**config.mk**
```make
export PLATFORM = sky130hd
export DESIGN_NAME = spi_ctrl
export DESIGN_NICKNAME = d
export VERILOG_FILES = /design/src/verilog/spi_pkg.sv /design/src/verilog/spi_ctrl.sv
export SDC_FILE = /design/constraint.sdc
export NUM_CORES = 1
export LEC_CHECK = 0
export BUFFER_PORTS_ARGS = -buffer_cell sky130_fd_sc_hd__buf_2
export CAP_MARGIN = 40
export CORE_ASPECT_RATIO = 0.9
export CORE_UTILIZATION = 40
export DETAILED_ROUTE_END_ITERATION = 6
export SLEW_MARGIN = 10
export SYNTH_ARGS = -nofsm -noshare
export SYNTH_HDL_FRONTEND = slang
export SYNTH_SLANG_ARGS = --single-unit
```
**constraint.sdc**
```tcl
create_clock -name clk_sys -period 8.7 [get_ports clk_sys]
set_clock_uncertainty 0.2 [all_clocks]
set_input_delay 0.87 -clock clk_sys [delete_from_list [all_inputs] [get_ports clk_sys]]
set_output_delay 0.87 -clock clk_sys [all_outputs]
set_load 0.01 [all_outputs]
```
**src/verilog/spi_pkg.sv**
```systemverilog
// ----------------------------------------
// shared constants for the serial controller
// ----------------------------------------
`default_nettype none
package spi_pkg;
  // register offsets (byte addresses)
  localparam logic [7:0] OFS_DATA = 8'h00;
  localparam logic [7:0] OFS_CTRL = 8'h04;
  localparam logic [7:0] OFS_STAT = 8'h08;
  localparam logic [7:0] OFS_BAUD = 8'h0c;
  localparam logic [7:0] OFS_EN   = 8'h10;
  localparam logic [7:0] OFS_DLY  = 8'h14;
  localparam logic [7:0] OFS_DMA  = 8'h18;
  // control bit positions
  localparam int B_TX_FLUSH = 20;
  localparam int B_RX_FLUSH = 19;
  localparam int B_DTX_IE   = 18;
  localparam int B_DRX_IE   = 17;
  localparam int B_SSC_IE   = 16;
  localparam int B_TX_IE    = 15;
  localparam int B_RX_IE    = 14;
  localparam int B_SEL_MAN  = 13;
  localparam int B_SEL_LVL  = 12;
  localparam int B_LOOP     = 11;
  localparam int B_SEL_IGN  = 10;
  localparam int B_SEL_OE   = 9;
  localparam int B_SEL_POL  = 8;
  localparam int B_MASTER   = 5;
  localparam int B_MSB      = 4;
  localparam int B_CLOCK_PHASE     = 3;
  localparam int B_CLOCK_POLARITY     = 2;
  // status bit positions
  localparam int S_DTX  = 9;
  localparam int S_DRX  = 8;
  localparam int S_EDGE = 6;
  localparam int S_SEL  = 5;
  localparam int S_OVR  = 4;
  localparam int S_UDR  = 3;
  localparam int S_IDLE = 2;
  localparam int S_TX_BUFFER_READY = 1;
  localparam int S_RX_BUFFER_FULL = 0;
  // delay field low bits
  localparam int L_STOP  = 16;
  localparam int L_BURST = 8;
  localparam int L_START = 0;
  // reset values and masks
  localparam logic [19:0] CTRL_RST  = 20'h01020;
  localparam logic [19:0] CTRL_MASK = 20'h7ff3f;
  localparam logic [15:0] BAUD_RST  = 16'h00ff;
  localparam logic [23:0] DLY_RST   = 24'h010101;
  // frame widths in bits
  localparam logic [4:0] W8  = 5'h08;
  localparam logic [4:0] W9  = 5'h09;
  localparam logic [4:0] W16 = 5'h10;
  localparam logic [4:0] W17 = 5'h11;
  // shifter sequence
  typedef enum logic [2:0] {
    ST_IDLE, ST_START, ST_SHIFT, ST_BURST, ST_STOP
  } state_t;
endpackage
`default_nettype wire

```
**src/verilog/spi_ctrl.sv**
```systemverilog
`timescale 1ns/1ns
`default_nettype none
module spi_ctrl #(
  parameter int ADDR_W = 8
) (
  // clock and reset
  input  wire logic              clk_sys,
  input  wire logic              sys_rst,
  // register port
  input  wire logic [ADDR_W-1:0] addr,
  input  wire logic [31:0]       wdata,
  input  wire logic              wr,
  input  wire logic              rd,
  output logic      [31:0]       rdata,
  // serial clock pin
  input  wire logic              sclk_in,
  output logic                   sclk_out,
  output logic                   sclk_oe,
  // master-out data pin
  input  wire logic              mosi_in,
  output logic                   mosi_out,
  output logic                   mosi_oe,
  // master-in data pin
  input  wire logic              miso_in,
  output logic                   miso_out,
  output logic                   miso_oe,
  // select pin
  input  wire logic              ss_in,
  output logic                   ss_out,
  output logic                   ss_oe,
  // interrupt request
  output logic                   irq,
  // dma handshake
  output logic                   dma_tx_req,
  input  wire logic              dma_tx_ack,
  input  wire logic              dma_tx_done,
  output logic                   dma_rx_req,
  input  wire logic              dma_rx_ack,
  input  wire logic              dma_rx_done
);
  // ----------------------------------------
  // helper functions
  // ----------------------------------------
  // width code to bit count
  function automatic logic [4:0] fw_bits(input logic [1:0] c);
    case (c)
      2'h0:    fw_bits = spi_pkg::W8;
      2'h1:    fw_bits = spi_pkg::W9;
      2'h2:    fw_bits = spi_pkg::W16;
      default: fw_bits = spi_pkg::W17;
    endcase
  endfunction

  // bit position of the cnt-th bit on the wire
  function automatic logic [4:0] bit_idx(input logic [4:0] cnt,
                                         input logic [4:0] w,
                                         input logic       msb);
    if (cnt >= w)
      bit_idx = 5'h00;
    else if (msb)
      bit_idx = w - 5'h01 - cnt;
    else
      bit_idx = cnt;
  endfunction

  // ----------------------------------------
  // state
  // ----------------------------------------
  typedef struct packed {
    spi_pkg::state_t st;       // shifter sequence
    logic [19:0]     ctrl;     // control register
    logic [15:0]     baud;     // divider
    logic            en;       // unit enable
    logic [23:0]     dly;      // stop/burst/start
    logic [1:0]      dma_en;   // bit0 tx, bit1 rx
    logic [16:0]     tx_buf;   // transmit buffer
    logic            tx_full;  // buffer holds data
    logic [16:0]     tx_sh;    // frame being sent
    logic [16:0]     rx_sh;    // frame being built
    logic [16:0]     rx_buf;   // receive buffer
    logic            rx_full;  // buffer holds data
    logic            edge_seen;
    logic            ovr;
    logic            udr;
    logic            dtx_cpl;
    logic            drx_cpl;
    logic [15:0]     div;      // divider count
    logic            sck_act;  // clock in active half
    logic [4:0]      dcnt;     // bits driven
    logic [4:0]      scnt;     // bits sampled
    logic [7:0]      wcnt;     // delay countdown
    logic            sck_prev; // last slave clock
    logic            sel;      // last select state
    logic            dtx_req;
    logic            drx_req;
    logic            dtx_wait; // acked, wait refill
    logic            drx_wait; // acked, wait drain
    logic            sclk_out;
    logic            sclk_oe;
    logic            mosi_out;
    logic            mosi_oe;
    logic            miso_out;
    logic            miso_oe;
    logic            ss_out;
    logic            ss_oe;
    logic            irq;
    logic [31:0]     rdata;
  } regs_t;

  regs_t r;       // registered state
  regs_t n;       // next state

  // ----------------------------------------
  // decoded controls
  // ----------------------------------------
  logic        master;    // role select
  logic        clock_phase;      // clock phase
  logic        clock_polarity;      // clock polarity
  logic        msb;       // bit order
  logic        pol;       // select active level
  logic        ign;       // slave ignores select
  logic [4:0]  wbits;     // frame length
  logic [16:0] wmask;     // frame bit mask
  logic [15:0] half;      // divider mid point
  logic        shifting;  // in the shift state
  logic        s_lead;    // slave clock to active
  logic        s_trail;   // slave clock to idle
  logic        lead;      // idle-to-active edge
  logic        trail;     // active-to-idle edge
  logic        sample;    // capture edge
  logic        drive;     // change edge
  logic        din;       // received bit
  logic [4:0]  ridx;      // capture position
  logic [16:0] rx_new;    // frame with new bit
  logic [4:0]  scnt_nx;   // sampled after edge
  logic        done;      // frame complete
  logic        ss_act;    // select pin active
  logic        slv_sel;   // slave is selected
  logic        sel_now;   // select state now
  logic        wr_data;   // write to data reg
  logic        rd_data;   // read of data reg
  logic        wr_en;     // write to enable reg
  logic        wrap;      // divider period end

  assign master   = r.ctrl[spi_pkg::B_MASTER];
  assign clock_phase     = r.ctrl[spi_pkg::B_CLOCK_PHASE];
  assign clock_polarity     = r.ctrl[spi_pkg::B_CLOCK_POLARITY];
  assign msb      = r.ctrl[spi_pkg::B_MSB];
  assign pol      = r.ctrl[spi_pkg::B_SEL_POL];
  assign ign      = r.ctrl[spi_pkg::B_SEL_IGN];
  assign wbits    = fw_bits(r.ctrl[1:0]);
  assign wmask    = 17'h1ffff >> (spi_pkg::W17 - wbits);
  // a divider of zero leaves no room for a mid point
  assign half     = r.baud >> 1;
  assign shifting = r.st == spi_pkg::ST_SHIFT;
  assign wrap     = r.div == r.baud;
  // active clock level is the inverse of polarity
  assign s_lead   = (sclk_in != r.sck_prev) && (sclk_in != clock_polarity);
  assign s_trail  = (sclk_in != r.sck_prev) && (sclk_in == clock_polarity);
  assign lead     = shifting && (master ? r.div == half : s_lead);
  assign trail    = shifting && (master ? wrap : s_trail);
  // phase 0 samples on the first edge, phase 1 on the second
  assign sample   = clock_phase ? trail : lead;
  assign drive    = clock_phase ? lead : trail;
  assign din      = master ? (r.ctrl[spi_pkg::B_LOOP] ? r.mosi_out
                                                      : miso_in)
                           : mosi_in;
  assign ridx     = bit_idx(r.scnt, wbits, msb);
  assign rx_new   = (r.rx_sh & ~(17'h00001 << ridx))
                  | ({16'h0000, din} << ridx);
  assign scnt_nx  = sample ? r.scnt + 5'h01 : r.scnt;
  assign done     = trail && scnt_nx == wbits;
  assign ss_act   = ss_in == pol;
  assign slv_sel  = ign | ss_act;
  assign sel_now  = master ? r.ss_out == pol : ss_act;
  assign wr_data  = wr && addr == spi_pkg::OFS_DATA;
  assign rd_data  = rd && addr == spi_pkg::OFS_DATA;
  assign wr_en    = wr && addr == spi_pkg::OFS_EN;

  // ----------------------------------------
  // next state
  // ----------------------------------------
  always_comb begin
    logic [4:0] dpos;
    dpos = 5'h00;
    n = r;
    n.rdata = 32'h00000000;
    n.sck_prev = sclk_in;
    n.sel = sel_now;
    // software writes; clears come before hardware sets
    if (wr) begin
      case (addr)
        spi_pkg::OFS_DATA: begin
          n.tx_buf  = wdata[16:0];
          n.tx_full = 1'b1;
          n.ovr     = 1'b0;
          n.udr     = 1'b0;
        end
        spi_pkg::OFS_CTRL: begin
          n.ctrl = wdata[19:0] & spi_pkg::CTRL_MASK;
          // flush strobes act once and are not stored
          if (wdata[spi_pkg::B_TX_FLUSH]) begin
            n.tx_full = 1'b0;
          end
          if (wdata[spi_pkg::B_RX_FLUSH]) begin
            n.rx_full = 1'b0;
          end
        end
        spi_pkg::OFS_STAT: begin
          // only the edge flag clears by writing zero
          if (!wdata[spi_pkg::S_EDGE]) begin
            n.edge_seen = 1'b0;
          end
        end
        spi_pkg::OFS_BAUD: n.baud = wdata[15:0];
        spi_pkg::OFS_EN: begin
          n.en = wdata[0];
          // enabling sends whatever the buffer holds
          if (wdata[0] && !r.en) begin
            n.tx_full = 1'b1;
          end
        end
        spi_pkg::OFS_DLY: n.dly = wdata[23:0];
        spi_pkg::OFS_DMA: n.dma_en = wdata[1:0];
        default: ;  // unmapped writes are dropped
      endcase
    end
    // register reads; unmapped reads return zero
    if (rd) begin
      case (addr)
        spi_pkg::OFS_DATA: begin
          n.rdata   = {15'h0000, r.rx_buf};
          n.rx_full = 1'b0;
          n.ovr     = 1'b0;
          n.udr     = 1'b0;
        end
        spi_pkg::OFS_CTRL: n.rdata = {12'h000, r.ctrl};
        spi_pkg::OFS_STAT: begin
          n.rdata[spi_pkg::S_DTX]  = r.dtx_cpl;
          n.rdata[spi_pkg::S_DRX]  = r.drx_cpl;
          n.rdata[spi_pkg::S_EDGE] = r.edge_seen;
          n.rdata[spi_pkg::S_SEL]  = r.sel;
          n.rdata[spi_pkg::S_OVR]  = r.ovr;
          n.rdata[spi_pkg::S_UDR]  = r.udr;
          n.rdata[spi_pkg::S_IDLE] = r.st == spi_pkg::ST_IDLE;
          n.rdata[spi_pkg::S_TX_BUFFER_READY] = !r.tx_full;
          n.rdata[spi_pkg::S_RX_BUFFER_FULL] = r.rx_full;
        end
        spi_pkg::OFS_BAUD: n.rdata = {16'h0000, r.baud};
        spi_pkg::OFS_EN:   n.rdata = {31'h00000000, r.en};
        spi_pkg::OFS_DLY:  n.rdata = {8'h00, r.dly};
        spi_pkg::OFS_DMA:  n.rdata = {30'h00000000, r.dma_en};
        default: ;
      endcase
    end
    // select edge sets the flag; set wins over a status-write clear, disable wins over set
    if (sel_now != r.sel) begin
      n.edge_seen = 1'b1;
    end
    // ----------------------------------------
    // shifter sequence
    // ----------------------------------------
    case (r.st)
      spi_pkg::ST_IDLE: begin
        n.sck_act = 1'b0;
        n.div = 16'h0000;
        n.dcnt = 5'h00;
        n.scnt = 5'h00;
        if (r.en && master && r.tx_full) begin
          n.tx_sh = r.tx_buf;
          n.tx_full = wr_data;
          n.wcnt = r.dly[spi_pkg::L_START +: 8];
          n.st = spi_pkg::ST_START;
        end else if (r.en && !master && slv_sel) begin
          // stale frame goes out if nothing was loaded
          n.tx_sh = r.tx_buf;
          n.tx_full = wr_data;
          n.udr = n.udr | !r.tx_full;
          n.st = spi_pkg::ST_SHIFT;
        end
      end
      spi_pkg::ST_START, spi_pkg::ST_BURST,
      spi_pkg::ST_STOP: begin
        // delays count whole serial clock periods
        n.div = wrap ? 16'h0000 : r.div + 16'h0001;
        if (wrap) begin
          if (r.wcnt <= 8'h01) begin
            n.st = (r.st == spi_pkg::ST_STOP) ? spi_pkg::ST_IDLE
                                               : spi_pkg::ST_SHIFT;
          end else begin
            n.wcnt = r.wcnt - 8'h01;
          end
        end
      end
      spi_pkg::ST_SHIFT: begin
        if (master) begin
          n.div = wrap ? 16'h0000 : r.div + 16'h0001;
          // first half of each bit stays at idle level
          if (lead) begin
            n.sck_act = 1'b1;
          end
          if (trail) begin
            n.sck_act = 1'b0;
          end
        end
        if (drive) begin
          n.dcnt = r.dcnt + 5'h01;
        end
        if (sample) begin
          n.rx_sh = rx_new;
          n.scnt = scnt_nx;
        end
        if (done) begin
          n.rx_buf = rx_new & wmask;
          n.rx_full = 1'b1;
          // previous frame still unread
          if (r.rx_full && !rd_data) begin
            n.ovr = 1'b1;
          end
          n.dcnt = 5'h00;
          n.scnt = 5'h00;
          if (master) begin
            n.div = 16'h0000;
            if (r.tx_full) begin
              n.tx_sh = r.tx_buf;
              n.tx_full = wr_data;
              n.wcnt = r.dly[spi_pkg::L_BURST +: 8];
              n.st = spi_pkg::ST_BURST;
            end else begin
              n.wcnt = r.dly[spi_pkg::L_STOP +: 8];
              n.st = spi_pkg::ST_STOP;
            end
          end else begin
            n.tx_sh = r.tx_buf;
            n.tx_full = wr_data;
            n.udr = n.udr | !r.tx_full;
          end
        end
        // slave frame aborts when select drops
        if (!master && !slv_sel) begin
          n.st = spi_pkg::ST_IDLE;
        end
      end
      default: n.st = spi_pkg::ST_IDLE;
    endcase
    // ----------------------------------------
    // dma handshake
    // ----------------------------------------
    // a request waits for its acknowledge and a refill (tx) or a drain (rx)
    if (r.dtx_req && dma_tx_ack) begin
      n.dtx_req = 1'b0;
      n.dtx_wait = 1'b1;
    end
    if (r.dtx_wait && n.tx_full) begin
      n.dtx_wait = 1'b0;
    end
    if (n.en && r.dma_en[0] && !n.tx_full && !r.dtx_req
        && !r.dtx_wait) begin
      n.dtx_req = 1'b1;
      n.dtx_cpl = 1'b0;
    end
    if (r.drx_req && dma_rx_ack) begin
      n.drx_req = 1'b0;
      n.drx_wait = 1'b1;
    end
    if (r.drx_wait && !n.rx_full) begin
      n.drx_wait = 1'b0;
    end
    if (n.en && r.dma_en[1] && n.rx_full && !r.drx_req
        && !r.drx_wait) begin
      n.drx_req = 1'b1;
      n.drx_cpl = 1'b0;
    end
    if (!r.dma_en[0]) begin
      n.dtx_cpl = 1'b0;
      n.dtx_req = 1'b0;
    end
    if (!r.dma_en[1]) begin
      n.drx_cpl = 1'b0;
      n.drx_req = 1'b0;
    end
    if (dma_tx_done && r.dma_en[0]) begin
      n.dtx_cpl = 1'b1;
    end
    if (dma_rx_done && r.dma_en[1]) begin
      n.drx_cpl = 1'b1;
    end
    // disabling returns status to reset, keeps setup
    if (wr_en && !wdata[0]) begin
      n.st = spi_pkg::ST_IDLE;
      n.tx_full = 1'b0;
      n.rx_full = 1'b0;
      n.edge_seen = 1'b0;
      n.ovr = 1'b0;
      n.udr = 1'b0;
      n.dtx_cpl = 1'b0;
      n.drx_cpl = 1'b0;
      n.dtx_req = 1'b0;
      n.drx_req = 1'b0;
      n.dtx_wait = 1'b0;
      n.drx_wait = 1'b0;
      n.sck_act = 1'b0;
    end
    // ----------------------------------------
    // pin drivers
    // ----------------------------------------
    // phase 1 presents bit k-1 after the k-th lead edge
    if (clock_phase) begin
      dpos = (n.dcnt == 5'h00) ? 5'h00 : n.dcnt - 5'h01;
    end else begin
      dpos = n.dcnt;
    end
    n.mosi_out = n.tx_sh[bit_idx(dpos, wbits, msb)];
    n.miso_out = n.mosi_out;
    n.sclk_out = clock_polarity ^ n.sck_act;
    n.sclk_oe = n.en & master;
    n.mosi_oe = n.en & master;
    n.miso_oe = n.en & !master & slv_sel;
    if (n.ctrl[spi_pkg::B_SEL_MAN]) begin
      n.ss_out = n.ctrl[spi_pkg::B_SEL_LVL];
    end else begin
      n.ss_out = (n.st != spi_pkg::ST_IDLE && master) ? pol : !pol;
    end
    n.ss_oe = n.ctrl[spi_pkg::B_SEL_OE];
    n.irq = n.en & |{n.edge_seen & n.ctrl[spi_pkg::B_SSC_IE],
                     !n.tx_full & n.ctrl[spi_pkg::B_TX_IE],
                     n.rx_full & n.ctrl[spi_pkg::B_RX_IE],
                     n.drx_cpl & n.ctrl[spi_pkg::B_DRX_IE],
                     n.dtx_cpl & n.ctrl[spi_pkg::B_DTX_IE]};
    // synchronous reset overrides everything
    if (sys_rst) begin
      n = '0;
      n.ctrl = spi_pkg::CTRL_RST;
      n.baud = spi_pkg::BAUD_RST;
      n.dly = spi_pkg::DLY_RST;
      n.ss_out = 1'b1;
    end
  end

  // state register
  always_ff @(posedge clk_sys) begin
    r <= n;
  end

  // outputs straight from flops
  assign rdata      = r.rdata;
  assign sclk_out   = r.sclk_out;
  assign sclk_oe    = r.sclk_oe;
  assign mosi_out   = r.mosi_out;
  assign mosi_oe    = r.mosi_oe;
  assign miso_out   = r.miso_out;
  assign miso_oe    = r.miso_oe;
  assign ss_out     = r.ss_out;
  assign ss_oe      = r.ss_oe;
  assign irq        = r.irq;
  assign dma_tx_req = r.dtx_req;
  assign dma_rx_req = r.drx_req;

  // ----------------------------------------
  // checks
  // ----------------------------------------
  a_disable_status: assert property (
    @(posedge clk_sys) disable iff (sys_rst)
    wr_en && !wdata[0] |=> !r.rx_full && !r.tx_full && !r.ovr
                           && r.st == spi_pkg::ST_IDLE)
    else $error("disable left status set");
  a_flush_tx: assert property (
    @(posedge clk_sys) disable iff (sys_rst)
    wr && addr == spi_pkg::OFS_CTRL && wdata[spi_pkg::B_TX_FLUSH]
    |=> !r.tx_full)
    else $error("tx flush ignored");
  a_edge_flag_set: assert property (
    @(posedge clk_sys) disable iff (sys_rst)
    sel_now != r.sel && !wr_en |=> r.edge_seen)
    else $error("select edge not flagged");
  a_overrun_set: assert property (
    @(posedge clk_sys) disable iff (sys_rst)
    done && r.rx_full && !rd_data && !wr_en |=> r.ovr)
    else $error("overrun not flagged");
  a_manual_select: assert property (
    @(posedge clk_sys) disable iff (sys_rst)
    r.ctrl[spi_pkg::B_SEL_MAN] && !wr ##1 !wr
    |=> ss_out == $past(r.ctrl[spi_pkg::B_SEL_LVL], 2))
    else $error("manual select level wrong");
  a_select_oe_off: assert property (
    @(posedge clk_sys) disable iff (sys_rst)
    !r.ctrl[spi_pkg::B_SEL_OE] && !wr |=> !ss_oe)
    else $error("select driven while disabled");
  a_idle_status: assert property (
    @(posedge clk_sys) disable iff (sys_rst)
    rd && addr == spi_pkg::OFS_STAT
    |=> rdata[spi_pkg::S_IDLE] == ($past(r.st) == spi_pkg::ST_IDLE)
        && rdata[spi_pkg::S_TX_BUFFER_READY] == !$past(r.tx_full))
    else $error("status idle or ready wrong");
  a_sclk_idle: assert property (
    @(posedge clk_sys) disable iff (sys_rst)
    master && r.st == spi_pkg::ST_START && !wr
    |=> sclk_out == $past(clock_polarity))
    else $error("clock left idle level early");
  a_dma_one_req: assert property (
    @(posedge clk_sys) disable iff (sys_rst)
    r.dtx_req && dma_tx_ack |=> !r.dtx_req ##1 !r.dtx_req || r.tx_full)
    else $error("dma request repeated without refill");
endmodule
`default_nettype wire

```
* Word-level counts from Yosys, hierarchy flattened
Cells that the tools add are included.
** Storage, ports and cells
- Logic and storage cells :: 270
- Flip-flop bits (word level) :: 218
** Operators by class
- Shifts and indexed selects :: 3
- Equality and inequality tests :: 27
- Mux-type cells :: 100
- Bitwise logic cells :: 19
- Reductions and logical operators :: 71
- Order comparisons :: 4
- $add $sub $neg :: 9
** Operators by type and width (number)
- 18-bit 2-to-1 mux :: 6
- 80-bit 2-to-1 mux :: 1
- 16-bit 2-to-1 mux :: 4
- 14-bit case mux with 4 select lines :: 1
- 7-bit case mux with 7 select lines :: 1
- 16-bit case mux with 3 select lines :: 1
- 5-bit 2-to-1 mux :: 9
- 1-bit 2-to-1 mux :: 41
- 8-bit 2-to-1 mux :: 5
- 18-bit case mux with 2 select lines :: 1
- 17-bit bitwise AND :: 2
- 17-bit 2-to-1 mux :: 2
- 1-bit logical AND :: 31
- 3-bit 2-to-1 mux :: 9
- 8-bit by 5-bit == test with 1-bit output, second input constant :: 3
- 24-bit 2-to-1 mux :: 1
- 8-bit case mux with 3 select lines :: 1
- 11-bit case mux with 2 select lines :: 1
- 19-bit 2-to-1 mux :: 1
- 17-bit NOT :: 1
- 17-bit bitwise OR :: 1
- 1-bit by 5-bit << shifter with 17-bit output :: 1
- 1-bit by 5-bit << shifter with 17-bit output, first input constant :: 1
- 17-bit by 5-bit right shift with 17-bit output, first input constant :: 1
- 49 further kinds :: 107

* Longest topological paths before layout
Gate-level depths: netlist (run 1).
- Depth in word-level cells :: 21
- Depth in mapped cells :: 24

* Worst setup path before layout (run 1)
Ideal clock, no wire load.
- Path kind :: input to register
- Start :: input sclk_in
- End :: register r, in the netlist miso_out
- Library setup time :: 0.132 ns
- Cell stages on the path :: 17
- Setup slack :: 3.513 ns
- Arrival time :: 4.855 ns
- Path through :: and3b_1 > o31ai_1 > o21ai_0 > and3_1 > o21a_2 > nor3_4 > inv_2 > ha_1 > a311o_1 > and2_1 > fa_1 > a2bb2oi_1 > o21ai_2 > mux4_1 > o211ai_1 > nor4bb_1 > a311oi_1
** Between the ends
- Cells in the longest elaborated chain, start to end :: 18
** RTL lines
- start: declaration :: RTL line spi_ctrl.sv:16 : input wire logic sclk_in,
- 1-bit inequality test (tied with other cells) :: RTL line spi_ctrl.sv:158, spi_ctrl.sv:159
- 1-bit logical AND, on equally long branches :: RTL line spi_ctrl.sv:158, spi_ctrl.sv:159
- 1-bit 2-to-1 mux, on equally long branches :: RTL line spi_ctrl.sv:160, spi_ctrl.sv:161
- 1-bit logical AND, on equally long branches :: RTL line spi_ctrl.sv:160, spi_ctrl.sv:161
- 1-bit 2-to-1 mux :: RTL line spi_ctrl.sv:163 : assign sample = clock_phase ? trail : lead;
- 5-bit 2-to-1 mux :: RTL line spi_ctrl.sv:171 : assign scnt_nx = sample ? r.scnt + 5'h01 : r.scnt;
- 5-bit == test :: RTL line spi_ctrl.sv:172 : assign done = trail && scnt_nx == wbits;
- 1-bit logical AND :: RTL line spi_ctrl.sv:172
- [2 not listed]
- 5-bit by 1-bit subtractor with 5-bit output or 5-bit zero test (tied branches) :: RTL line spi_ctrl.sv:409 : dpos = (n.dcnt == 5'h00) ? 5'h00 : n.dcnt - 5'h01;
- 5-bit 2-to-1 mux :: RTL line spi_ctrl.sv:409
- 5-bit 2-to-1 mux :: RTL line spi_ctrl.sv:408 : if (clock_phase) begin
- 5-bit subtractor :: RTL line spi_ctrl.sv:61 : bit_idx = w - 5'h01 - cnt;
- 5-bit 2-to-1 mux :: RTL line spi_ctrl.sv:60 : else if (msb)
- 5-bit 2-to-1 mux :: RTL line spi_ctrl.sv:58 : if (cnt >= w)
- 1-bit binary-select mux with 5-bit select (*) :: RTL line spi_ctrl.sv:413 : n.mosi_out = n.tx_sh[bit_idx(dpos, wbits, msb)];
- 1-bit 2-to-1 mux (not written as such) (*) :: RTL line spi_ctrl.sv:413
- end signal: assignment :: RTL line spi_ctrl.sv:442 : r <= n;
- end: declaration :: RTL line spi_ctrl.sv:110 : regs_t r;
Mark *: on every way between the ends. The rest lies on a longest branch, timed or not. The select of a mux whose other input is x is not followed.
A chain may end at the register's enable or synchronous reset.

* Worst setup path after layout (run 1)
- Start :: register r, in the netlist half[9]
- End :: register r, in the netlist miso_out
** Between the ends
- Cells in the longest elaborated chain, start to end :: 17
** RTL lines
- 16-bit by 15-bit == test with 1-bit output or 16-bit == test (tied branches) :: RTL line spi_ctrl.sv:160, spi_ctrl.sv:156
- 1-bit 2-to-1 mux, on equally long branches :: RTL line spi_ctrl.sv:160, spi_ctrl.sv:161
- 1-bit logical AND, on equally long branches :: RTL line spi_ctrl.sv:160, spi_ctrl.sv:161
- 1-bit 2-to-1 mux :: RTL line spi_ctrl.sv:163
- 5-bit 2-to-1 mux :: RTL line spi_ctrl.sv:171
- 5-bit == test :: RTL line spi_ctrl.sv:172
- 1-bit logical AND :: RTL line spi_ctrl.sv:172
- 18-bit 2-to-1 mux :: RTL line spi_ctrl.sv:313 : if (done) begin
- 11-bit case mux with 2 select lines :: RTL line spi_ctrl.sv:263 : case (r.st)
- 5-bit by 1-bit subtractor with 5-bit output or 5-bit zero test (tied branches) :: RTL line spi_ctrl.sv:409
- 5-bit 2-to-1 mux :: RTL line spi_ctrl.sv:409
- 5-bit 2-to-1 mux :: RTL line spi_ctrl.sv:408
- 5-bit subtractor :: RTL line spi_ctrl.sv:61
- 5-bit 2-to-1 mux :: RTL line spi_ctrl.sv:60
- 5-bit 2-to-1 mux :: RTL line spi_ctrl.sv:58
- 1-bit binary-select mux with 5-bit select (*) :: RTL line spi_ctrl.sv:413
- 1-bit 2-to-1 mux (not written as such) (*) :: RTL line spi_ctrl.sv:413
Marks and branches as above.

==> run_results.csv, run 1 <==
group,metric,value,unit
hold_path,min_path_type,"reg2reg",
timing,min_period_over_period,71.52,%
final_layout,drive_gt1_share,11.24,%
pwr,worst_ir_drop_vdd,0.1251,mV
floorplan,die_h,159.8,um
synthesis,netlist_instances,1394,
setup_path,worstPathArrival,6.40,ns
pwr,clockPowerShare,50.8,%
detailed_routing,drc,0,
cts,cts_buffer_depth,3,
hold_path,whs_path_depth,2,
detailed_routing,drt_wl_total,33430,um
synthesis,seq_area_frac_synth,37.82,%
synthesis,synth_ff_type,"dfxtp_1",
setup_path,max_stage_delay,0.91,ns
setup_path,worstPathCellList,"xnor2_1 -> nand4_1 -> o41ai_1 -> nand4b_1 -> mux2i_1 -> o21a_2 -> nor3_4 -> inv_2 -> ha_1 -> a311o_1 -> and2_1 -> fa_1 -> a2bb2oi_1 -> o21ai_2 -> mux4_1 -> o211ai_1 -> nor4bb_1 -> a311oi_1",
grt,track_usage,23.12,%
setup_path,crit_path_max_fanout,12,
detailed_routing,ant_nets,0,
synthesis,ys_types,86,
final_layout,largest_reg_flops,156,
timing,max_freq,160.7,MHz
cts,cts_setup_buffers,0,
cts,cts_buffers,23,
timing,slew_viol_final,0,
final_layout,regArea,0.004184,mm2
detailed_routing,drtIter0Drc,1079,
pwr,switching_share,21.81,%
outcome,outcome,"finished, final reports clean",
detailed_routing,routedWlPerCell,18.80,um
cts,cts_tree,"built",
pwr,p_int,0.001615,W
final_layout,diodes,0,
cts,clkLatencyLatePin,0.53,ns
final_layout,top_register,"r",
synthesis,netlist_area,0.01106,mm2
placement,hpwl,23930,um
grt,grt_pass1_wl,51320,um
timing,fin_crit,6.222,ns
floorplan,initial_core_util,40.82,%
cts,hold_buffers,0,
pwr,power_frac_comb,2.8,%
setup_path,critPathCaptureType,"register",
placement,place_inst,1737,
floorplan,core_area,0.02710,mm2
floorplan,dieArea,0.02833,mm2
grt,grt_pass1_vias,8989,
final_layout,nFillCells,2734,
floorplan,row_count,57,
setup_path,r2r_cells,18,
synthesis,syn_avg_cell_area,7.936,um2
timing,hold_viol,0,
detailed_routing,drt-vias-per-instance,5.634,
timing,setup_viol_count_final,0,
grt,grt_max_degree,64,
synthesis,yosysWarnings,0,
cts,path_clk_slew,0.06,ns
final_layout,multi_input_area,0.006250,mm2
setup_path,critPathRequiredTime,8.88,ns
cts,cts_root_buf,"clkbuf_16",
setup_path,crit_slowest_cell,"o41ai_1",
job,drv_cap,0,
pwr,p_leak,4.593,nW
setup_path,crit_type,"reg2reg",
synthesis,ys_seq_elements,209,
synthesis,async_flop_share,0,%
cts,ctsResizeCount,0,
placement,io_buffers,78,
detailed_routing,vias,10020,
pwr,switchingPower,0.0004504,W
timing,hold_slack,0.2507,ns
timing,rsz0062_at_grt,"no",
floorplan,num_io_pins,95,
setup_path,crit_buf_inv,1,
final_layout,stdcell_count,1778,
final_layout,syn_to_final_growth,11.77,%
pwr,p_seq_share,46.4,%
cts,htree_levels,1,
pwr,power_density,167.0,mW/mm2
final_layout,nets,1489,
cts,numClockSinks,209,
detailed_routing,first_pass_iters,6,
setup_path,cp.depth,18,
synthesis,synth_edf_count,0,
setup_path,worstSetupStartpointType,"register",
grt,antenna_found_initial,0,
placement,place_congestion,0.9113,
timing,tightest_slew,0.9275,ns
floorplan,die_w,177.3,um
grt,grt_overflow_total,0,
timing,maxSlewHeadroom,37.36,%
setup_path,crit_family,"compound AO/OA/AOI/OAI gates",
timing,tns,0,ns
==> worst min-delay path, delay by kind of cell (launching register included) <==
| family | cells | cell delay [ns] |
|---|---|---|
| DFF | 1 | 0.31 |
| and+or+nand+nor | 1 | 0.05 |
| AOI/OAI and AO/OA | 1 | 0.05 |
==> worst paths after layout <==
check	start	slack [ns]	to
worst min-delay path	r[122]	0.25	r[122]
worst max-delay path	half[9]	2.48	miso_out
worst max register to register	half[9]	2.48	miso_out
worst min register to register	r[122]	0.25	r[122]
==> cells in the mapped netlist, types with 7 or more instances <==
library cell	n	share of area [%]
a211oi_1	22	1.5
a21o_1	13	0.88
a21oi_1	149	6.7
a222oi_1	7	0.63
a22oi_1	34	2.3
a31oi_1	13	0.74
and2_1	10	0.57
and3_1	25	1.4
buf_4	34	2.3
clkbuf_1	71	2.4
dfxtp_1	209	38
ha_1	27	3.1
inv_1	28	0.95
mux2i_1	43	3.9
nand2_1	246	8.3
nand2b_1	14	0.79
nand3_1	32	1.4
nand4_1	10	0.57
nor2_1	138	4.7
nor3_1	10	0.45
nor3b_1	13	0.88
nor4_1	9	0.51
o211ai_1	12	0.81
o21ai_0	39	1.8
o31ai_1	7	0.48
or3_1	10	0.57
xnor2_1	45	3.6
xor2_1	11	0.87
==> metrics by stage <==
step	util (%)	instance area, um2	worst slack, ns	total power (W)
after CTS	45.63	12370	2.499	0.002086
final	45.63	12370	2.478	0.002066
after global routing	45.63	12370	2.190	0.002136
after detailed placement	42.63	11550	2.529	0.001037
after global placement	42.28	11460	2.390	0.001036
after floorplan	-	11090	3.513	0.001007
==> power by group through the flow <==
stage          Combinational [W]  Sequential (W)  Clock (W)
3_5_place_dp           0.0000571        0.000980          0
4_1_cts                0.0000573        0.000959    0.00107
5_1_grt                0.0000610        0.000958    0.00112
3_3_place_gp           0.0000554        0.000980          0
6_report               0.0000578        0.000959    0.00105
2_1_floorplan          0.0000274        0.000980          0
==> per-layer routing <==
layer / routed length (um) / share of wire (%) / GRT usage, %
met5: 0 / 0 / 0
met4: 540 / 1.6 / 4.973
met2: 14580 / 44 / 34.39
met3: 2158 / 6.5 / 3.905
met1: 16150 / 48 / 34.56
==> cells by family after synthesis <==
family | Yosys count | share of synthesized area [%]
adder cells (fa/ha/maj) | 29 | 3.415
multiplexers | 50 | 4.739
AO/OA/AOI/OAI | 361 | 21.07
buffers and inverters | 142 | 6.073
flip-flops | 209 | 37.82
AND/OR/NAND/NOR | 546 | 22.42
XOR/XNOR | 56 | 4.433
other | 1 | 0.03390
==> layout by cell type, fill, tap and decap left out, types with 7 or more instances in the layout <==
cell / Yosys / routed
conb_1: 1 / 8
nand4_1: 10 / 10
xnor2_1: 45 / 45
dfxtp_1: 209 / 209
buf_4: 34 / 13
buf_2: 3 / 77
a22oi_1: 34 / 34
nor4_1: 9 / 8
nor3b_1: 13 / 13
nand2_1: 246 / 246
nand2b_1: 14 / 14
and3_1: 25 / 25
and2_1: 10 / 10
nand3_1: 32 / 32
a31oi_1: 13 / 13
o211ai_1: 12 / 12
clkbuf_16: 0 / 23
a211oi_1: 22 / 22
o21ai_0: 39 / 38
mux2i_1: 43 / 43
o31ai_1: 7 / 7
xor2_1: 11 / 11
nor2_1: 138 / 138
a21oi_1: 149 / 149
or3_1: 10 / 10
a21o_1: 13 / 13
inv_1: 28 / 28
nor3_1: 10 / 8
ha_1: 27 / 27
a222oi_1: 7 / 7
==> final cells by class <==
| class | instances | area share, % |
|---|---|---|
| multi-input combinational | 1050 | 50.54 |
| sequential | 209 | 33.84 |
| clock buffer | 32 | 5.251 |
| timing repair buffer | 94 | 4.563 |
| tap | 354 | 3.582 |
| clock inverter | 9 | 1.315 |
| inverter | 30 | 0.9107 |
Power figures use the tool's default switching activity.
==> run 2, diff against run 1 <==
==> constraint.sdc (replaced) <==
create_clock -name clk_sys -period 5.9 [get_ports clk_sys]
set_clock_uncertainty 0.2 [all_clocks]
set_input_delay 0.59 -clock clk_sys [delete_from_list [all_inputs] [get_ports clk_sys]]
set_output_delay 0.59 -clock clk_sys [all_outputs]
set_load 0.01 [all_outputs]
==> run 2 against run 1 <==
Effect of this change: clock power grew 44%; first-iteration DRC count shrank 11%; maximum frequency rose by 12%; utilization up 0.37 points; power is 46% higher; worst setup slack got worse by 2.1 ns; final cell count increased by 0.96%; hold slack worse by 0.15 ns; design area up 0.81%; global-route usage up 0.63 points; critical path type unchanged; largest power group unchanged.
==> run_results.csv, run 2 (synthesis results as in run 1) <==
group,metric,value,unit
grt,grt_pass1_vias,9167,
floorplan,dieArea,0.02833,mm2
floorplan,num_io_pins,95,
setup_path,worstSetupStartpointType,"register",
cts,cts_root_buf,"clkbuf_16",
final_layout,syn_to_final_growth,12.68,%
timing,slew_viol_final,0,
setup_path,crit_type,"reg2reg",
final_layout,multi_input_area,0.006250,mm2
cts,cts_buffer_depth,3,
floorplan,core_area,0.02710,mm2
setup_path,ff2ff_setup_slack,0.35,ns
placement,hpwl,24340,um
placement,io_buffers,78,
cts,cts_buffers,24,
setup_path,critPathCaptureType,"register",
cts,cts_tree,"built",
cts,hold_buffers,0,
grt,grt_max_degree,65,
setup_path,crit_family,"compound AO/OA/AOI/OAI gates",
floorplan,die_h,159.8,um
grt,track_usage,23.75,%
cts,htree_levels,1,
final_layout,drive_gt1_share,12.70,%
setup_path,crit_buf_inv,2,
final_layout,nets,1507,
cts,numClockSinks,209,
setup_path,crit_slowest_cell,"mux4_1",
detailed_routing,ant_nets,0,
floorplan,initial_core_util,40.82,%
detailed_routing,drc,0,
placement,place_inst,1753,
detailed_routing,drtIter0Drc,956,
timing,hold_viol,0,
detailed_routing,first_pass_iters,6,
detailed_routing,drt-vias-per-instance,5.629,
timing,maxSlewHeadroom,35.90,%
final_layout,largest_reg_flops,156,
cts,path_clk_slew,0.06,ns
cts,clkLatencyLatePin,0.53,ns
floorplan,die_w,177.3,um
hold_path,min_path_type,"in2reg",
setup_path,critPathRequiredTime,6.10,ns
final_layout,mostFrequentLayoutCells,"nand2_1, dfxtp_1, a21oi_1, nor2_1, buf_2",
final_layout,top_register,"r",
job,drv_cap,0,
outcome,outcome,"finished, final reports clean",
final_layout,nFillCells,2746,
placement,place_congestion,0.9426,
timing,fin_crit,5.552,ns
timing,min_period_over_period,94.10,%
grt,grt_pass1_wl,52640,um
timing,tightest_slew,0.9579,ns
timing,hold_slack,0.1015,ns
pwr,worst_ir_drop_vdd,0.1878,mV
final_layout,regArea,0.004185,mm2
setup_path,crit_path_max_fanout,40,
setup_path,cp_common_cell,"xnor2_1",
final_layout,layout_commonest_cell,"nand2_1",
timing,tns,0,ns
detailed_routing,vias,10100,
final_layout,diodes,0,
setup_path,worstPathArrival,5.76,ns
setup_path,worstPathCellList,"inv_1 -> ha_1 -> nor2_1 -> xnor2_1 -> xnor2_1 -> o31ai_1 -> and3_1 -> o21ai_4 -> buf_4 -> nand2b_1 -> a311o_1 -> and2_1 -> fa_1 -> a2bb2oi_1 -> o21ai_2 -> mux4_1 -> o211ai_1 -> nor4bb_1 -> a311oi_1",
timing,setup_viol_count_final,0,
detailed_routing,routedWlPerCell,18.98,um
setup_path,max_stage_delay,0.60,ns
floorplan,row_count,57,
grt,grt_overflow_total,0,
pwr,power_density,241.9,mW/mm2
final_layout,stdcell_count,1795,
detailed_routing,drt_wl_total,34060,um
grt,antenna_found_initial,1,
timing,max_freq,180.1,MHz
pwr,p_leak,4.674,nW
timing,rsz0062_at_grt,"no",
## run 2: cell types whose count changed in the layout (fill, tap and decap cells not counted), sizes merged
cell / before / now
inv: 30 / 29
clkbuf: 32 / 29
clkinvlp: 1 / 2
clkinv: 4 / 9
bufinv: 4 / 2
buf: 94 / 111
## run 2: layout make-up
type	count	share of cell area, %
Clock buffer	29	5.370
Clock inverter	12	1.044
Inverter	30	0.9033
Multi-Input combinational cell	1050	50.14
Sequential cell	209	33.57
Tap cell	354	3.553
Timing Repair Buffer	111	5.420
## run 2: stage by stage
stage / utilization, % / total power (W) / area [um2] / setup WS (ns)
5_1_grt: 46.00 / 0.003104 / 12470 / 0.04404
2_1_floorplan: - / 0.001485 / 11090 / 0.7797
3_3_place_gp: 42.72 / 0.001528 / 11580 / 0.3827
4_1_cts: 45.96 / 0.003038 / 12460 / 0.2812
6_report: 46.00 / 0.003015 / 12470 / 0.3483
3_5_place_dp: 43.01 / 0.001531 / 11660 / 0.3125
## run 2: final timing paths
kind	start	end	depth (start not counted)
worst min register to register	r[125]	r[125]	2
worst min-delay path	wdata[22]	r[181]	3
worst max-delay path	r[200]	miso_out	19
worst max register to register	r[200]	miso_out	19
## run 2: layer usage
| layer | GRT usage (%) | routed length [um] | vias up |
|---|---|---|---|
| li1 | - | - | 4939 |
| met2 | 35.35 | 14680 | 359 |
| met4 | 6.449 | 865 | 0 |
| met3 | 3.619 | 2574 | 56 |
| met5 | 0 | 0 | - |
| met1 | 35.21 | 15950 | 4750 |
## run 2: where the power goes
group	internal [W]	switching (W)
sequential	0.00141	0.00000169
combinational	0.0000219	0.0000643
clock	0.000893	0.000621
## run 2: timing repair
| action | 4_1_cts | 5_1_grt |
|---|---|---|
| setup endpoints to repair | 0 | 1 |
| setup buffers | 0 | 1 |
| resized for setup | 0 | 1 |
## run 2: tightest hold or removal path, delay by kind of cell
family | cells | cell delay [ns]
AO/OA/AOI/OAI | 1 | 0.05
buffers and inverters | 1 | 0.09
AND/OR/NAND/NOR | 1 | 0.05
==> run 3, diff against run 2 <==
--- a/config.mk
+++ b/config.mk
@@ -8,6 +8,7 @@
 export BUFFER_PORTS_ARGS = -buffer_cell sky130_fd_sc_hd__buf_2
 export CAP_MARGIN = 40
 export CORE_ASPECT_RATIO = 0.9
+export CORE_MARGIN = 5
 export CORE_UTILIZATION = 40
 export DETAILED_ROUTE_END_ITERATION = 6
 export SLEW_MARGIN = 10
==> run 3 against run 2 <==
Effect of this change: non-clock buffer count rose by 2; utilization fell by 0.12 points; power fell by 1.8%; design area fell by 0.27%; hold slack got worse by 0.0063 ns; worst setup slack got worse by 0.070 ns; flip-flop and latch count did not move; global-route usage fell by 2.4 points; register-to-register slack got worse by 0.07 ns; wire length fell by 1.0%; clock-buffer cell count rose by 2; clock power fell by 3%; critical path type unchanged; largest cell class unchanged; largest power group unchanged; highest routed layer unchanged.
==> run_results.csv, run 3 (synthesis results as in run 1) <==
group,metric,value,unit
cts,cts_root_buf,"clkbuf_16",
timing,rsz0062_at_grt,"no",
pwr,finalPower,0.002962,W
detailed_routing,ant_nets,0,
floorplan,core_area,0.02710,mm2
timing,hold_viol,0,
final_layout,layout_commonest_cell,"nand2_1",
detailed_routing,wl_met3,2501,um
detailed_routing,routedWlPerCell,18.76,um
floorplan,row_count,57,
setup_path,crit_slowest_cell,"mux4_1",
final_layout,nets,1509,
final_layout,largest_reg_flops,156,
floorplan,dieArea,0.03109,mm2
setup_path,worstPathCellList,"xnor2_1 -> nand4_1 -> o41a_1 -> o21ai_1 -> nand2_1 -> mux2i_1 -> nor3_4 -> inv_2 -> ha_1 -> a311o_1 -> and2_1 -> fa_1 -> a2bb2oi_1 -> o21ai_2 -> mux4_1 -> o211ai_1 -> nor4bb_1 -> a311oi_1",
cts,htree_levels,1,
cts,cts_buffers,24,
final_layout,top_register,"r",
pwr,p_seq_share,47.7,%
placement,place_inst,1754,
final_layout,mostFrequentLayoutCells,"nand2_1, dfxtp_1, a21oi_1, nor2_1, buf_2",
timing,min_period_over_period,95.28,%
grt,antenna_found_initial,1,
floorplan,initial_core_util,40.82,%
floorplan,die_h,167.8,um
timing,fin_crit,5.621,ns
pwr,p_leak,4.656,nW
grt,grt_max_degree,79,
placement,place_congestion,0.9328,
pwr,p_int,0.002295,W
pwr,power_frac_comb,2.8,%
detailed_routing,drt-vias-per-instance,5.612,
detailed_routing,wl_met2,14540,um
cts,numClockSinks,209,
setup_path,worstPathArrival,5.79,ns
grt,grt_overflow_total,0,
detailed_routing,routed.top_layer,"met4",
cts,clkLatencyLatePin,0.53,ns
detailed_routing,drtIter0Drc,962,
outcome,outcome,"finished, final reports clean",
job,drv_cap,0,
timing,tns,0,ns
detailed_routing,first_pass_iters,5,
detailed_routing,drc,0,
detailed_routing,vias,10090,
setup_path,crit_type,"reg2reg",
cts,path_clk_slew,0.06,ns
setup_path,max_stage_delay,0.60,ns
pwr,power_density,238.3,mW/mm2
timing,maxSlewHeadroom,40.52,%
detailed_routing,m1WireLength,15700,um
final_layout,syn_to_final_growth,12.37,%
floorplan,num_io_pins,95,
timing,max_freq,177.9,MHz
setup_path,crit_buf_inv,1,
pwr,worst_ir_drop_vdd,0.2711,mV
pwr,clockPowerShare,49.5,%
timing,tightest_slew,0.8841,ns
cts,cts_tree,"built",
setup_path,crit_path_max_fanout,7,
setup_path,worstSetupStartpointType,"register",
placement,io_buffers,78,
final_layout,utilization,45.87,%
timing,slew_viol_final,0,
cts,cts_buffer_depth,3,
final_layout,drive_gt1_share,12.47,%
grt,grt_pass1_wl,53500,um
pwr,switchingPower,0.0006675,W
timing,setup_viol_count_final,0,
pwr,switching_share,22.53,%
detailed_routing,drt_wl_total,33720,um
final_layout,nFillCells,2737,
setup_path,critPathRequiredTime,6.07,ns
hold_path,min_path_type,"in2reg",
grt,grt_pass1_vias,9511,
placement,hpwl,24380,um
final_layout,stdcell_count,1798,
setup_path,crit_family,"compound AO/OA/AOI/OAI gates",
floorplan,die_w,185.3,um
grt,track_usage,21.32,%
setup_path,critPathCaptureType,"register",
[run 3: cell types whose count changed in the layout (fill, tap and decap cells not counted), sizes merged]
cell | previous run | this run
buf | 111 | 113
clkbuf | 29 | 31
clkinv | 9 | 8
clkinvlp | 2 | 1
diode | 0 | 1
[run 3: final timing paths]
check	endpoint	from	cells after the start	slack (ns)
setup / recovery	miso_out	r[78]	18	0.28
hold / removal	r[82]	dma_rx_done	3	0.1
setup reg to reg	miso_out	r[78]	18	0.28
hold reg to reg	r[128]	r[128]	2	0.25
[run 3: power groups by stage]
| stage | Combinational (W) | Clock, W | Sequential [W] |
|---|---|---|---|
| 2_1_floorplan | 0.0000404 | 0 | 0.00144 |
| 3_3_place_gp | 0.0000822 | 0 | 0.00145 |
| 3_5_place_dp | 0.0000823 | 0 | 0.00145 |
| 4_1_cts | 0.0000825 | 0.00150 | 0.00141 |
| 5_1_grt | 0.0000887 | 0.00156 | 0.00141 |
| 6_report | 0.0000829 | 0.00147 | 0.00141 |
[run 3: worst min-delay path, cell delays in order]
cell and delay [ns]:
buf_2 0.08, a21oi_1 0.04, nor2_1 0.08
[run 3: layer usage]
layer  track usage (%)  vias to the layer above
met4             6.286                        0
met5                 0                        -
li1                  -                     4942
met3             3.948                       66
met2             31.55                      329
met1             31.54                     4753
[run 3: cell type report]
class | count | area, um2 | area share [%]
diodes | 1 | 2.502 | 0.02013
clock buffers | 31 | 646.9 | 5.203
clock inverters | 10 | 121.4 | 0.9762
inverters | 30 | 112.6 | 0.9058
multi-input cells | 1050 | 6250 | 50.27
flip-flops and latches | 209 | 4185 | 33.67
well taps | 354 | 442.9 | 3.563
repair buffers | 113 | 670.6 | 5.395
[run 3: timing repair]
item,4_1_cts,5_1_grt
hold endpoints to repair,0,0
hold buffers,0,0
resized for setup,0,1
buffers inserted,0,2
endpoints found under the setup margin,0,1
[run 3: metrics by stage]
stage	hold slack [ns]	cell area, um2	setup slack (ns)
3_3_place_gp	0.2403	11590	0.3366
4_1_cts	0.08590	12410	0.2119
6_report	0.09517	12430	0.2787
5_1_grt	0.1201	12430	0.04487
2_1_floorplan	0.2315	11090	0.7797
3_5_place_dp	0.2453	11640	0.2669
